==> src/core/ipa_pkg.sv <==
package ipa_pkg;
  // register byte offsets
  localparam logic [7:0] OFS_PENDING = 8'h40;
  localparam logic [7:0] OFS_MASK = 8'h44;
  localparam logic [7:0] OFS_AVC = 8'h48;
  localparam logic [7:0] OFS_SRC0 = 8'h4c;
  localparam logic [7:0] OFS_SRC1 = 8'h50;
  localparam logic [7:0] OFS_SRC2 = 8'h54;
  localparam logic [7:0] OFS_PINSEL = 8'h58;
  localparam logic [7:0] OFS_IRQ_STAT = 8'h5c;
  localparam logic [7:0] OFS_IRQ_MASK = 8'h60;
  localparam logic [7:0] OFS_ACK = 8'h64;
  localparam int NSRC = 10;
  // pending/mask layout: bits 10..1 internal sources, 17..11 external levels 1..7
  localparam int PEND_INT_LSB = 1;
  localparam int PEND_EXT_LSB = 11;
  // source control fields
  localparam int SC_AUTOVECTOR_SELECT = 7;
  localparam int SC_LVL_LSB = 2;
  localparam int SC_PRI_LSB = 0;
  localparam int PIN_SEL_LSB = 5;
  localparam int AVC_BLK = 0;
  localparam logic [7:0] SC_RESET = 8'h00;
  localparam logic [7:0] AVC_RESET = 8'h00;
  localparam logic [7:0] PINSEL_RESET = 8'h00;
  localparam logic [17:0] MASK_RESET = 18'h3fffe;
  localparam logic [7:0] AUTOVEC_BASE = 8'h60;
  localparam logic [5:0] RANK_NONE = 6'h3f;
  localparam logic [2:0] EXT_PRI_SLOT = 3'h2;
endpackage

==> src/core/ipa_ctrl.sv <==
// Design decisions made here: the APB interface to the registers and the register addresses.
`timescale 1ns/10ps
// Summary of operation
// - 35 ranks: level high first, then priority 11,10, external pin, 01,00
// - pin seven is level 7, below internal 11 and 10
// - pin three at level 6 when middle select bit set, else level 3
// - pin five at level 5 when upper select bit clear, else level 4
// - pin one at level 1 when low select bit clear, else level 2
// - simultaneous requests serviced from best rank to worst
// - per external level bit: 0 source gives vector, 1 autovector
// - strobe block bit stops address strobe during external autovector access
// - autovector offset 0x64 for level 1, plus four per level to 0x7c
// - external autovector bit ignored unless that level is selected by pins
// - internal sources take autovector choice from their own control bit
// - source control: level in bits 4..2, priority in bits 1..0
// - pin select bits 7..5 set levels of pins five, three, one
// - masked request shows pending but never arbitrates or reaches core
module ipa_ctrl (
  // clock and reset
  input wire logic mclk,
  input wire logic srst,
  // apb slave
  input wire logic psel,
  input wire logic penable,
  input wire logic pwrite,
  input wire logic [7:0] paddr,
  input wire logic [31:0] pwdata,
  output logic [31:0] prdata,
  output logic pready,
  output logic pslverr,
  // request sources
  input wire logic [9:0] int_req,
  input wire logic ext_request_pin_one,
  input wire logic ext_request_pin_three,
  input wire logic ext_request_pin_five,
  input wire logic ext_request_pin_seven,
  // core side
  output logic [2:0] core_level,
  input wire logic iack,
  input wire logic ext_ack_cycle,
  input wire logic address_strobe_req,
  output logic address_strobe,
  output logic ack_valid,
  output logic ack_autovec,
  output logic ack_external,
  output logic [4:0] ack_source,
  output logic [7:0] ack_vec_offset,
  // interrupt to software
  output logic irq
);
  typedef enum logic [1:0] {ST_IDLE, ST_RD, ST_DONE} ipa_bus_st_t;

  // rank key: lower is better
  function automatic logic [5:0] rank_of(input logic [2:0] lvl, input logic [2:0] slot);
    logic [5:0] base;
    base = 6'd5 * {3'd0, 3'd7 - lvl};
    rank_of = base + {3'd0, slot};
  endfunction

  // internal priority code to slot within a level, external pin sits between
  function automatic logic [2:0] slot_of(input logic [1:0] pri);
    case (pri)
      2'b11: slot_of = 3'd0;
      2'b10: slot_of = 3'd1;
      2'b01: slot_of = 3'd3;
      default: slot_of = 3'd4;
    endcase
  endfunction

  ipa_bus_st_t st_q;
  logic [7:0] avc_q;
  logic [7:0] pinsel_q;
  logic [17:0] mask_q;
  logic [17:0] pend_q;
  logic [1:0] istat_q;
  logic [1:0] imask_q;
  logic [79:0] sc_all;
  logic [7:0] sc_rd;
  logic [2:0] ext_lvl_pin_five, ext_lvl_pin_three, ext_lvl_pin_one;
  logic [7:1] ext_lvl_req;
  logic [7:1] ext_lvl_enabled;
  logic [5:0] best_rank;
  logic [4:0] best_src;
  logic [2:0] best_lvl;
  logic best_ext;
  logic best_any;
  logic [31:0] rd_mux;
  logic wr_acc;
  logic sc_wr;
  logic [3:0] sc_wr_idx;
  logic [3:0] sc_rd_idx;
  logic iack_q;
  logic [7:0] win_sc;

  assign wr_acc = psel && penable && pwrite && pready;

  // three control words hold four, four and two bytes, byte 0 at the top lane
  always_comb begin
    sc_wr = 1'b0;
    sc_wr_idx = 4'd0;
    if (wr_acc) begin
      if (paddr == ipa_pkg::OFS_SRC0) begin
        sc_wr = 1'b1;
        sc_wr_idx = 4'd0;
      end else if (paddr == ipa_pkg::OFS_SRC1) begin
        sc_wr = 1'b1;
        sc_wr_idx = 4'd4;
      end else if (paddr == ipa_pkg::OFS_SRC2) begin
        sc_wr = 1'b1;
        sc_wr_idx = 4'd8;
      end
    end
  end

  // writes land one byte per cycle would cost cycles; instead use the full word
  // path below for all four lanes through sequential indices is avoided by
  // storing via direct lanes: only the top lane goes through memory port
  logic [7:0] sc_wr_byte;
  assign sc_wr_byte = pwdata[31:24];
  assign sc_rd_idx = (paddr == ipa_pkg::OFS_SRC1) ? 4'd4 :
                     (paddr == ipa_pkg::OFS_SRC2) ? 4'd8 : 4'd0;

  ipa_ctl_mem u_mem (
    .mclk(mclk),
    .srst(srst),
    .wr_en(sc_wr),
    .wr_idx(sc_wr_idx),
    .wr_data(sc_wr_byte),
    .rd_idx(sc_rd_idx),
    .rd_data(sc_rd),
    .all_data(sc_all)
  );

  // other lanes of the control words live in flops next to the store
  logic [7:0] lane_q [10];
  always_ff @(posedge mclk) begin
    if (srst) begin
      for (int i = 0; i < 10; i++) begin
        lane_q[i] <= ipa_pkg::SC_RESET;
      end
    end else if (sc_wr) begin
      if (sc_wr_idx + 4'd1 < 4'd10) begin
        lane_q[sc_wr_idx + 4'd1] <= pwdata[23:16];
      end
      if (sc_wr_idx + 4'd2 < 4'd10) begin
        lane_q[sc_wr_idx + 4'd2] <= pwdata[15:8];
      end
      if (sc_wr_idx + 4'd3 < 4'd10) begin
        lane_q[sc_wr_idx + 4'd3] <= pwdata[7:0];
      end
    end
  end

  function automatic logic [7:0] sc_byte(input logic [79:0] mem, input int i,
                                         input logic [7:0] ln);
    // first byte of each word comes from the store, the rest from lane flops
    sc_byte = ((i % 4) == 0) ? mem[i*8 +: 8] : ln;
  endfunction

  // apb: one wait state, reads take the registered store output
  always_ff @(posedge mclk) begin
    if (srst) begin
      st_q <= ST_IDLE;
    end else begin
      case (st_q)
        ST_IDLE: if (psel && !penable) st_q <= ST_RD;
        ST_RD: st_q <= ST_DONE;
        ST_DONE: st_q <= ST_IDLE;
        default: st_q <= ST_IDLE;
      endcase
    end
  end
  assign pready = (st_q == ST_DONE);

  always_comb begin
    rd_mux = 32'h0000_0000;
    pslverr = 1'b0;
    case (paddr)
      ipa_pkg::OFS_PENDING: rd_mux = {14'h0000, pend_q};
      ipa_pkg::OFS_MASK: rd_mux = {14'h0000, mask_q};
      ipa_pkg::OFS_AVC: rd_mux = {24'h000000, avc_q};
      ipa_pkg::OFS_SRC0: rd_mux = {sc_rd, lane_q[1], lane_q[2], lane_q[3]};
      ipa_pkg::OFS_SRC1: rd_mux = {sc_rd, lane_q[5], lane_q[6], lane_q[7]};
      ipa_pkg::OFS_SRC2: rd_mux = {sc_rd, lane_q[9], 16'h0000};
      ipa_pkg::OFS_PINSEL: rd_mux = {24'h000000, pinsel_q};
      ipa_pkg::OFS_IRQ_STAT: rd_mux = {30'h00000000, istat_q};
      ipa_pkg::OFS_IRQ_MASK: rd_mux = {30'h00000000, imask_q};
      ipa_pkg::OFS_ACK: rd_mux = {16'h0000, ack_external, best_src, 2'h0, ack_vec_offset};
      default: pslverr = pready;
    endcase
  end

  always_ff @(posedge mclk) begin
    if (srst) begin
      prdata <= 32'h0000_0000;
    end else if (st_q == ST_RD) begin
      prdata <= rd_mux;
    end
  end

  always_ff @(posedge mclk) begin
    if (srst) begin
      avc_q <= ipa_pkg::AVC_RESET;
      pinsel_q <= ipa_pkg::PINSEL_RESET;
      mask_q <= ipa_pkg::MASK_RESET;
      imask_q <= 2'h0;
    end else if (wr_acc) begin
      case (paddr)
        ipa_pkg::OFS_AVC: avc_q <= pwdata[7:0];
        ipa_pkg::OFS_PINSEL: pinsel_q <= {pwdata[7:5], 5'h00};
        ipa_pkg::OFS_MASK: mask_q <= {pwdata[17:1], 1'b0};
        ipa_pkg::OFS_IRQ_MASK: imask_q <= pwdata[1:0];
        default: ;
      endcase
    end
  end

  // pin level mapping
  assign ext_lvl_pin_five = pinsel_q[ipa_pkg::PIN_SEL_LSB + 2] ? 3'd4 : 3'd5;
  assign ext_lvl_pin_three = pinsel_q[ipa_pkg::PIN_SEL_LSB + 1] ? 3'd6 : 3'd3;
  assign ext_lvl_pin_one = pinsel_q[ipa_pkg::PIN_SEL_LSB] ? 3'd2 : 3'd1;

  always_comb begin
    ext_lvl_enabled = 7'h00;
    ext_lvl_enabled[7] = 1'b1;
    ext_lvl_enabled[ext_lvl_pin_five] = 1'b1;
    ext_lvl_enabled[ext_lvl_pin_three] = 1'b1;
    ext_lvl_enabled[ext_lvl_pin_one] = 1'b1;
    ext_lvl_req = 7'h00;
    ext_lvl_req[7] = ext_request_pin_seven;
    ext_lvl_req[ext_lvl_pin_five] = ext_request_pin_five;
    ext_lvl_req[ext_lvl_pin_three] = ext_request_pin_three;
    ext_lvl_req[ext_lvl_pin_one] = ext_request_pin_one;
  end

  // pending samples every clock regardless of mask
  always_ff @(posedge mclk) begin
    if (srst) begin
      pend_q <= 18'h00000;
    end else begin
      pend_q <= {ext_lvl_req, int_req, 1'b0};
    end
  end

  // arbitration over pending unmasked external requests and internal ones whose level is nonzero
  always_comb begin
    logic [7:0] b;
    logic [5:0] r;
    b = 8'h00;
    r = 6'd0;
    best_rank = ipa_pkg::RANK_NONE;
    best_src = 5'd0;
    best_lvl = 3'd0;
    best_ext = 1'b0;
    for (int i = 0; i < 10; i++) begin
      b = sc_byte(sc_all, i, lane_q[i]);
      r = rank_of(b[4:2], slot_of(b[1:0]));
      if (pend_q[ipa_pkg::PEND_INT_LSB + i] && !mask_q[ipa_pkg::PEND_INT_LSB + i]
          && b[4:2] != 3'd0 && r < best_rank) begin
        best_rank = r;
        best_src = 5'(i);
        best_lvl = b[4:2];
        best_ext = 1'b0;
      end
    end
    for (int l = 1; l < 8; l++) begin
      r = rank_of(3'(l), ipa_pkg::EXT_PRI_SLOT);
      if (pend_q[ipa_pkg::PEND_EXT_LSB + l - 1] && !mask_q[ipa_pkg::PEND_EXT_LSB + l - 1]
          && r < best_rank) begin
        best_rank = r;
        best_src = 5'(l);
        best_lvl = 3'(l);
        best_ext = 1'b1;
      end
    end
  end
  assign best_any = (best_rank != ipa_pkg::RANK_NONE);
  assign core_level = best_any ? best_lvl : 3'd0;

  // control byte of the current winner, for its own autovector bit
  assign win_sc = sc_byte(sc_all, int'(best_src), lane_q[best_src[3:0]]);

  // acknowledge: latch winner on the rising edge of iack
  always_ff @(posedge mclk) begin
    if (srst) begin
      iack_q <= 1'b0;
      ack_valid <= 1'b0;
      ack_autovec <= 1'b0;
      ack_external <= 1'b0;
      ack_source <= 5'd0;
      ack_vec_offset <= 8'h00;
    end else begin
      iack_q <= iack;
      ack_valid <= iack && !iack_q && best_any;
      if (iack && !iack_q && best_any) begin
        ack_external <= best_ext;
        ack_source <= best_src;
        ack_vec_offset <= ipa_pkg::AUTOVEC_BASE + {3'd0, best_lvl, 2'b00};
        if (best_ext) begin
          ack_autovec <= avc_q[best_lvl] && ext_lvl_enabled[best_lvl];
        end else begin
          ack_autovec <= win_sc[ipa_pkg::SC_AUTOVECTOR_SELECT];
        end
      end
    end
  end

  // gate from the first cycle of the access: ack fields already stand by then
  assign address_strobe = address_strobe_req &&
                          !(avc_q[ipa_pkg::AVC_BLK] && ext_ack_cycle &&
                            ack_external && ack_autovec);

  // software interrupt events: bit0 new acknowledge, bit1 masked request pending
  always_ff @(posedge mclk) begin
    if (srst) begin
      istat_q <= 2'h0;
    end else begin
      for (int k = 0; k < 2; k++) begin
        if (k == 0 ? ack_valid : |(pend_q & mask_q)) begin
          istat_q[k] <= 1'b1;
        end else if (wr_acc && paddr == ipa_pkg::OFS_IRQ_STAT && pwdata[k]) begin
          istat_q[k] <= 1'b0;
        end
      end
    end
  end
  assign irq = |(istat_q & imask_q);
endmodule

==> src/core/ipa_ctl_mem.sv <==
`timescale 1ns/10ps
// small register store with ten byte slots, written only with the first byte of each source control word, registered read
module ipa_ctl_mem (
  // clock and reset
  input wire logic mclk,
  input wire logic srst,
  // write port
  input wire logic wr_en,
  input wire logic [3:0] wr_idx,
  input wire logic [7:0] wr_data,
  // registered read port
  input wire logic [3:0] rd_idx,
  output logic [7:0] rd_data,
  // all bytes for the arbiter
  output logic [79:0] all_data
);
  logic [7:0] mem_q [10];

  always_ff @(posedge mclk) begin
    if (srst) begin
      for (int i = 0; i < 10; i++) begin
        mem_q[i] <= ipa_pkg::SC_RESET;
      end
    end else if (wr_en && wr_idx < 4'd10) begin
      mem_q[wr_idx] <= wr_data;
    end
  end

  always_ff @(posedge mclk) begin
    if (srst) begin
      rd_data <= 8'h00;
    end else if (rd_idx < 4'd10) begin
      rd_data <= mem_q[rd_idx];
    end else begin
      rd_data <= 8'h00;
    end
  end

  always_comb begin
    for (int i = 0; i < 10; i++) begin
      all_data[i*8 +: 8] = mem_q[i];
    end
  end
endmodule

==> config.mk <==
export PLATFORM = sky130hd
export DESIGN_NAME = ipa_ctrl
export DESIGN_NICKNAME = d
export VERILOG_FILES = /design/src/core/ipa_pkg.sv /design/src/core/ipa_ctrl.sv /design/src/core/ipa_ctl_mem.sv
export SDC_FILE = /design/constraint.sdc
export NUM_CORES = 1
export LEC_CHECK = 0
export BUFFER_PORTS_ARGS = -buffer_cell sky130_fd_sc_hd__buf_2
export CAP_MARGIN = 20
export CORE_MARGIN = 2
export CORE_UTILIZATION = 45
export CTS_BUF_LIST = sky130_fd_sc_hd__clkbuf_8
export CTS_CLUSTER_SIZE = 20
export DETAILED_ROUTE_END_ITERATION = 10
export PLACE_DENSITY = 0.71
export SLEW_MARGIN = 20
export SYNTH_ARGS = -nofsm -noshare
export SYNTH_HDL_FRONTEND = slang
export SYNTH_SLANG_ARGS = --single-unit
export TNS_END_PERCENT = 50
==> constraint.sdc <==
create_clock -name mclk -period 48.6 [get_ports mclk]
set_input_delay 4.86 -clock mclk [delete_from_list [all_inputs] [get_ports mclk]]
set_output_delay 4.86 -clock mclk [all_outputs]
set_load 0.005 [all_outputs]
# Word level (Yosys, flattened, before mapping)
# Memory sizes are Yosys's and may differ from the RTL's. A register that Yosys moved wholly into a read port is not among the register bits.
# Cells that the tools add are included.
[word_totals]
register_bits = 101
mem_bits_rw = 160
output_inout_bits = 55
word_cells = 370
n_memories = 2
[memory_table]
columns = ["name", "depth", "word_bits", "rd", "rd_ports_with_merged_regs", "wr", "line_no", "text"]
rows = [
  ["lane_q", 10, 8, 8, 0, 10, "ipa_ctrl.sv:135", "logic [7:0] lane_q [10];"],
  ["u_mem.mem_q", 10, 8, 11, 1, 10, "ipa_ctl_mem.sv:17", "logic [7:0] mem_q [10];"],
]
[classes]
add_sub_neg = 24
n_mul = 10
n_lt_le_gt_ge = 29
eq_ne = 44
n_shift = 1
mux = 131
bitwise = 5
reduce_logical = 108
[ops]
columns = ["cell", "n"]
rows = [
  ["$pmux 32 s10", 1],
  ["$mux 6", 17],
  ["$pmux 3 s3", 10],
  ["$eq 8x7->1 const B", 10],
  ["$shiftx 80x9->8", 1],
  ["$mux 5", 15],
  ["$logic_and 1x1->1", 62],
  ["$add 6x3->6", 10],
  ["$mul 3x3->6 const A", 10],
  ["$mux 3", 19],
  ["$lt 6x6->1", 9],
  ["$mux 1", 45],
  ["$eq 2x2->1 const B", 21],
  ["$mux 8", 5],
  ["$logic_not 32->1", 1],
  ["$mux 4", 8],
  ["$reduce_or 8->1", 4],
  ["$reduce_bool 3->1", 10],
  ["$sub 3x3->3 const A", 10],
  ["$eq 2x1->1 const B", 11],
  ["$bwmux 7", 3],
  ["$logic_not 1->1", 20],
  ["$lt 4x4->1 const B", 5],
  ["$and 18x18->18", 1],
  ["28 further kinds", 44],
]

# Depth between registers and ports, before layout
# An unclocked memory read counts as a cell.
[logic_depth]
ltp_word = 59
mapped_depth = 119
ltp_nobuf = 106

# Modules after synthesis
# A second synthesis with hierarchy kept.
[hier_totals]
hier_cells = 1823
area_unflattened_um2 = 17091.4
[by_module_without_submodules]
columns = ["module", "instances", "cells_each", "area_each_um2"]
rows = [
  ["ipa_ctrl", 1, 1537, 13138.9],
  ["ipa_ctl_mem", 1, 286, 3952.5],
]

# Least setup slack after synthesis
# OpenSTA, ideal clock, no wires.
[synth_timing]
path_type = "register to output"
from = "mem lane_q[1][0]"
to = "out core_level[2]"
arrival_ns = 20.209
required_ns = 43.740
slack_ns = 23.531
path_stages_with_launch = 107
path_buffers = 13
path_cell_list = "edfxtp_1 ha_1 ha_1 ha_1 inv_1 fa_1 inv_1 a21o_1 a21oi_1 inv_1 ha_1 or3b_1 or3_1 a211oi_1 a21oi_1 clkbuf_1 nand2_1 o21ai_0 (+71 left out) buf_4 buf_2 o21ai_0 ha_1 nor2b_1 o21ai_0 o311ai_1 nor2_1 clkbuf_1 nand2_1 o21ai_0 inv_1 o21a_1 a221oi_2 and4bb_4 or4_4 nor2_2 nor2_1"
[synth_rtl]
columns = ["element", "line_no", "text"]
rows = [
  ["from (decl)", "ipa_ctrl.sv:135", ""],
  ["to (decl)", "ipa_ctrl.sv:38", "output logic [2:0] core_level,"],
]

==> reports/qor.yml <==
drv_slew: 0
power_density_mw_per_mm2: 22.1
grt-ovfl-total: 0
worstSetupPathType: "flip-flop to output pin"
power.switching_mw: 0.115
p_clk_frac: 0.318
timing.rr.start: "u_mem.mem_q[0][2]"
path_max_fanout: 26
syn_inst: 1727
vdd_drop_max_mv: 0.0358
core-area_mm2: 0.0325
num-fill-cells: 3074
remaining_drc_errors: 0
vias: 14200
async_reset_ff_frac: 0
clock_sinks: 187
area_growth_syn_to_layout_pct: 8.97
synth_area_leaders: "edfxtp_1 17%, dfxtp_1 14%, ha_1 11%"
ff2ff_setup_slack_ns: 23.36
routed_wl_mm: 49.2
detail-route-antenna-nets: 0
ctsHoldBuffers: 0
grtUsageMet2: 0.453
grt_pass1_vias: 13300
synth_cell_types: 113
layout_min_cycle_time_ns: 29.44
drv_cap: 0
synth-seq-cells: 187
grt_pass1_wl_mm: 75.5
start_util: 0.455
combPwrFrac: 0.197
rsz0062_at_grt: "false"
first_iter_violations: 1582
r2r_end: "ack_autovec"
seq_power_share: 0.485
antenna_cells: 0
floorplan.die.height_um: 185
min-delay-path-class: "flip-flop to flip-flop"
reg2regPathDepth: 87
synthFlopType: "dfxtp_1"
ios: 117
crit_path_frequent_cell: "ha_1"
cts_resized: 0
gp_congestion: 0.937
yosys_warnings: 0
holdPathStages: 1
dpl.hpwl_mm: 37.9
holdPathEnd: "st_q[0]"
layout-drive-gt1-share: 0.127
fin_hold_ws_ns: 0.469
syn_area_per_cell_um2: 8.55
finalNetCount: 2008
grt_use_total: 0.285
worst_pin_slew_ns: 0.978
grt-busiest-layer: "met2"
path_clk_slew_ns: 0.10
slowest_stage: "and3_1"
slowest_delay_ns: 0.81
io_buffers: 112
synth_top_cell_area_share: 0.171
setup_viol_count_final: 0
antenna_found_initial: 1
cts_buffers: 17
crit_path_start_kind: "flip-flop"
max_freq_ghz: 0.0340
synth_top_area_cell: "edfxtp_1"
hold_viol_final: 0
fin_cells: 2256
post_cts_buffers: 0
placed_cells: 2224
hp-start: "st_q[0]"
synth.cells.most_frequent: "196 x nor2_1, 141 x nand2_1, 135 x ha_1"
tns_ns: 0
synth.most_common_cell: "nor2_1"
max-slew-margin-rel: 0.331
finalCritPeriodShare: 0.606
wl_per_cell_um: 21.8
synth_edf_count: 84
status: "finished clean"
grt_max_degree: 82
grt_util_met3: 0.0427
crit_arrival_ns: 24.58
syn_area_mm2: 0.0148
viasPerCell: 6.31
grt_util_met1: 0.390
cts_tree: "yes"
dieArea_mm2: 0.0343
setup_slack_ns: 19.16
cts-root-buf: "clkbuf_8"
cp-end-kind: "output pin"
yosysSeqAreaShare: 0.310
cts_max_level: 4
cts.path.max_buffers: 2
clk_latency_ns: 0.51
finClkSkew_ns: 0.0225
dp_slack_ns: 20.24
required_ns: 43.74
power_switching_share: 0.321
p_leak_nw: 7.01
dr.pass1.iters: 6
row_count: 66
fp.dieW_um: 185
p_int_mw: 0.242
-- per-layer routing --
layer	vias to the layer above	wire, um
li1	6520	-
met1	6821	20400
met2	773	22300
met3	117	4530
met4	2	1860
met5	-	13
-- worst max-delay path, delay by kind of cell (launching register included) --
kind | cells | cell delay, ns
AOI/OAI and AO/OA | 33 | 10.50
adders and majority gates | 12 | 3.49
buffers and inverters | 7 | 0.89
DFF | 1 | 0.44
muxes | 3 | 1.15
and+or+nand+nor | 30 | 7.63
-- per-stage QoR --
step | cell area (um^2) | util | total power, mW
after floorplan | 14800 | - | 0.222
after global placement | 15700 | 0.483 | 0.244
after detailed placement | 15700 | 0.483 | 0.245
after CTS | 16100 | 0.496 | 0.354
after global routing | 16100 | 0.496 | 0.369
final | 16100 | 0.496 | 0.356
-- registers in the layout, summed over array words and instances, names as in the netlist, 3 cells and up --
signal / count
ack_source: 4
ack_vec_offset: 4
avc_q: 8
lane_q: 57
mask_q: 17
pend_q: 17
pinsel_q: 3
prdata: 32
u_mem.mem_q: 27
u_mem.rd_data: 8
-- cell usage in the layout (no fill, tap or decap), types with 23 or more instances in the layout --
cell,netlist,routed
a211oi_1,46,46
a21oi_1,85,85
a22oi_1,44,44
and3_1,51,51
buf_2,5,111
dfxtp_1,103,103
edfxtp_1,84,84
ha_1,135,135
inv_1,124,124
mux2i_1,34,34
nand2_1,141,141
nand2b_1,33,33
nand3_1,46,46
nand3b_1,23,23
nor2_1,196,192
nor2b_1,34,33
nor3_1,37,35
o21ai_0,55,55
-- power by group through the flow --
stage	Sequential (mW)	Combinational, mW	Clock, mW
global route	0.173	0.0774	0.119
detailed placement	0.176	0.0685	0
CTS	0.172	0.0691	0.113
finish	0.173	0.0702	0.113
global placement	0.176	0.0679	0
floorplan	0.174	0.0484	0
-- worst max path at each step --
stage | startpoint | endpoint | slack [ns] | depth (start not counted)
floorplan | lane_q[1][0] | core_level[2] | 23.53 | 106
global placement | u_mem.mem_q[0][2] | core_level[2] | 20.98 | 91
detailed placement | u_mem.mem_q[0][2] | core_level[2] | 20.24 | 91
CTS | u_mem.mem_q[0][2] | core_level[2] | 19.60 | 91
global route | u_mem.mem_q[0][2] | core_level[2] | 16.88 | 92
finish | u_mem.mem_q[0][2] | core_level[2] | 19.16 | 85
-- final cells by class --
| type | instances | area, um^2 | area share |
|---|---|---|---|
| multi-input combinational | 1346 | 9410 | 0.585 |
| tap | 442 | 553 | 0.0344 |
| timing repair buffer | 124 | 653 | 0.0406 |
| clock inverter | 15 | 188 | 0.0117 |
| sequential | 187 | 4580 | 0.285 |
| clock buffer | 17 | 234 | 0.0145 |
| inverter | 125 | 469 | 0.0292 |
-- cell families (layout without fill, tap and decap cells) --
group / Yosys count / in the layout / share of synthesized area
other: 1 / 7 / 0.000254
adder cells (fa/ha/maj): 145 / 145 / 0.128
AO/OA/AOI/OAI: 460 / 460 / 0.228
XOR/XNOR: 32 / 32 / 0.0190
multiplexers: 49 / 49 / 0.0350
flip-flops: 187 / 187 / 0.310
AND/OR/NAND/NOR: 653 / 653 / 0.223
buffers and inverters: 200 / 281 / 0.0561
Note: power is estimated with default switching activity, not from simulation.
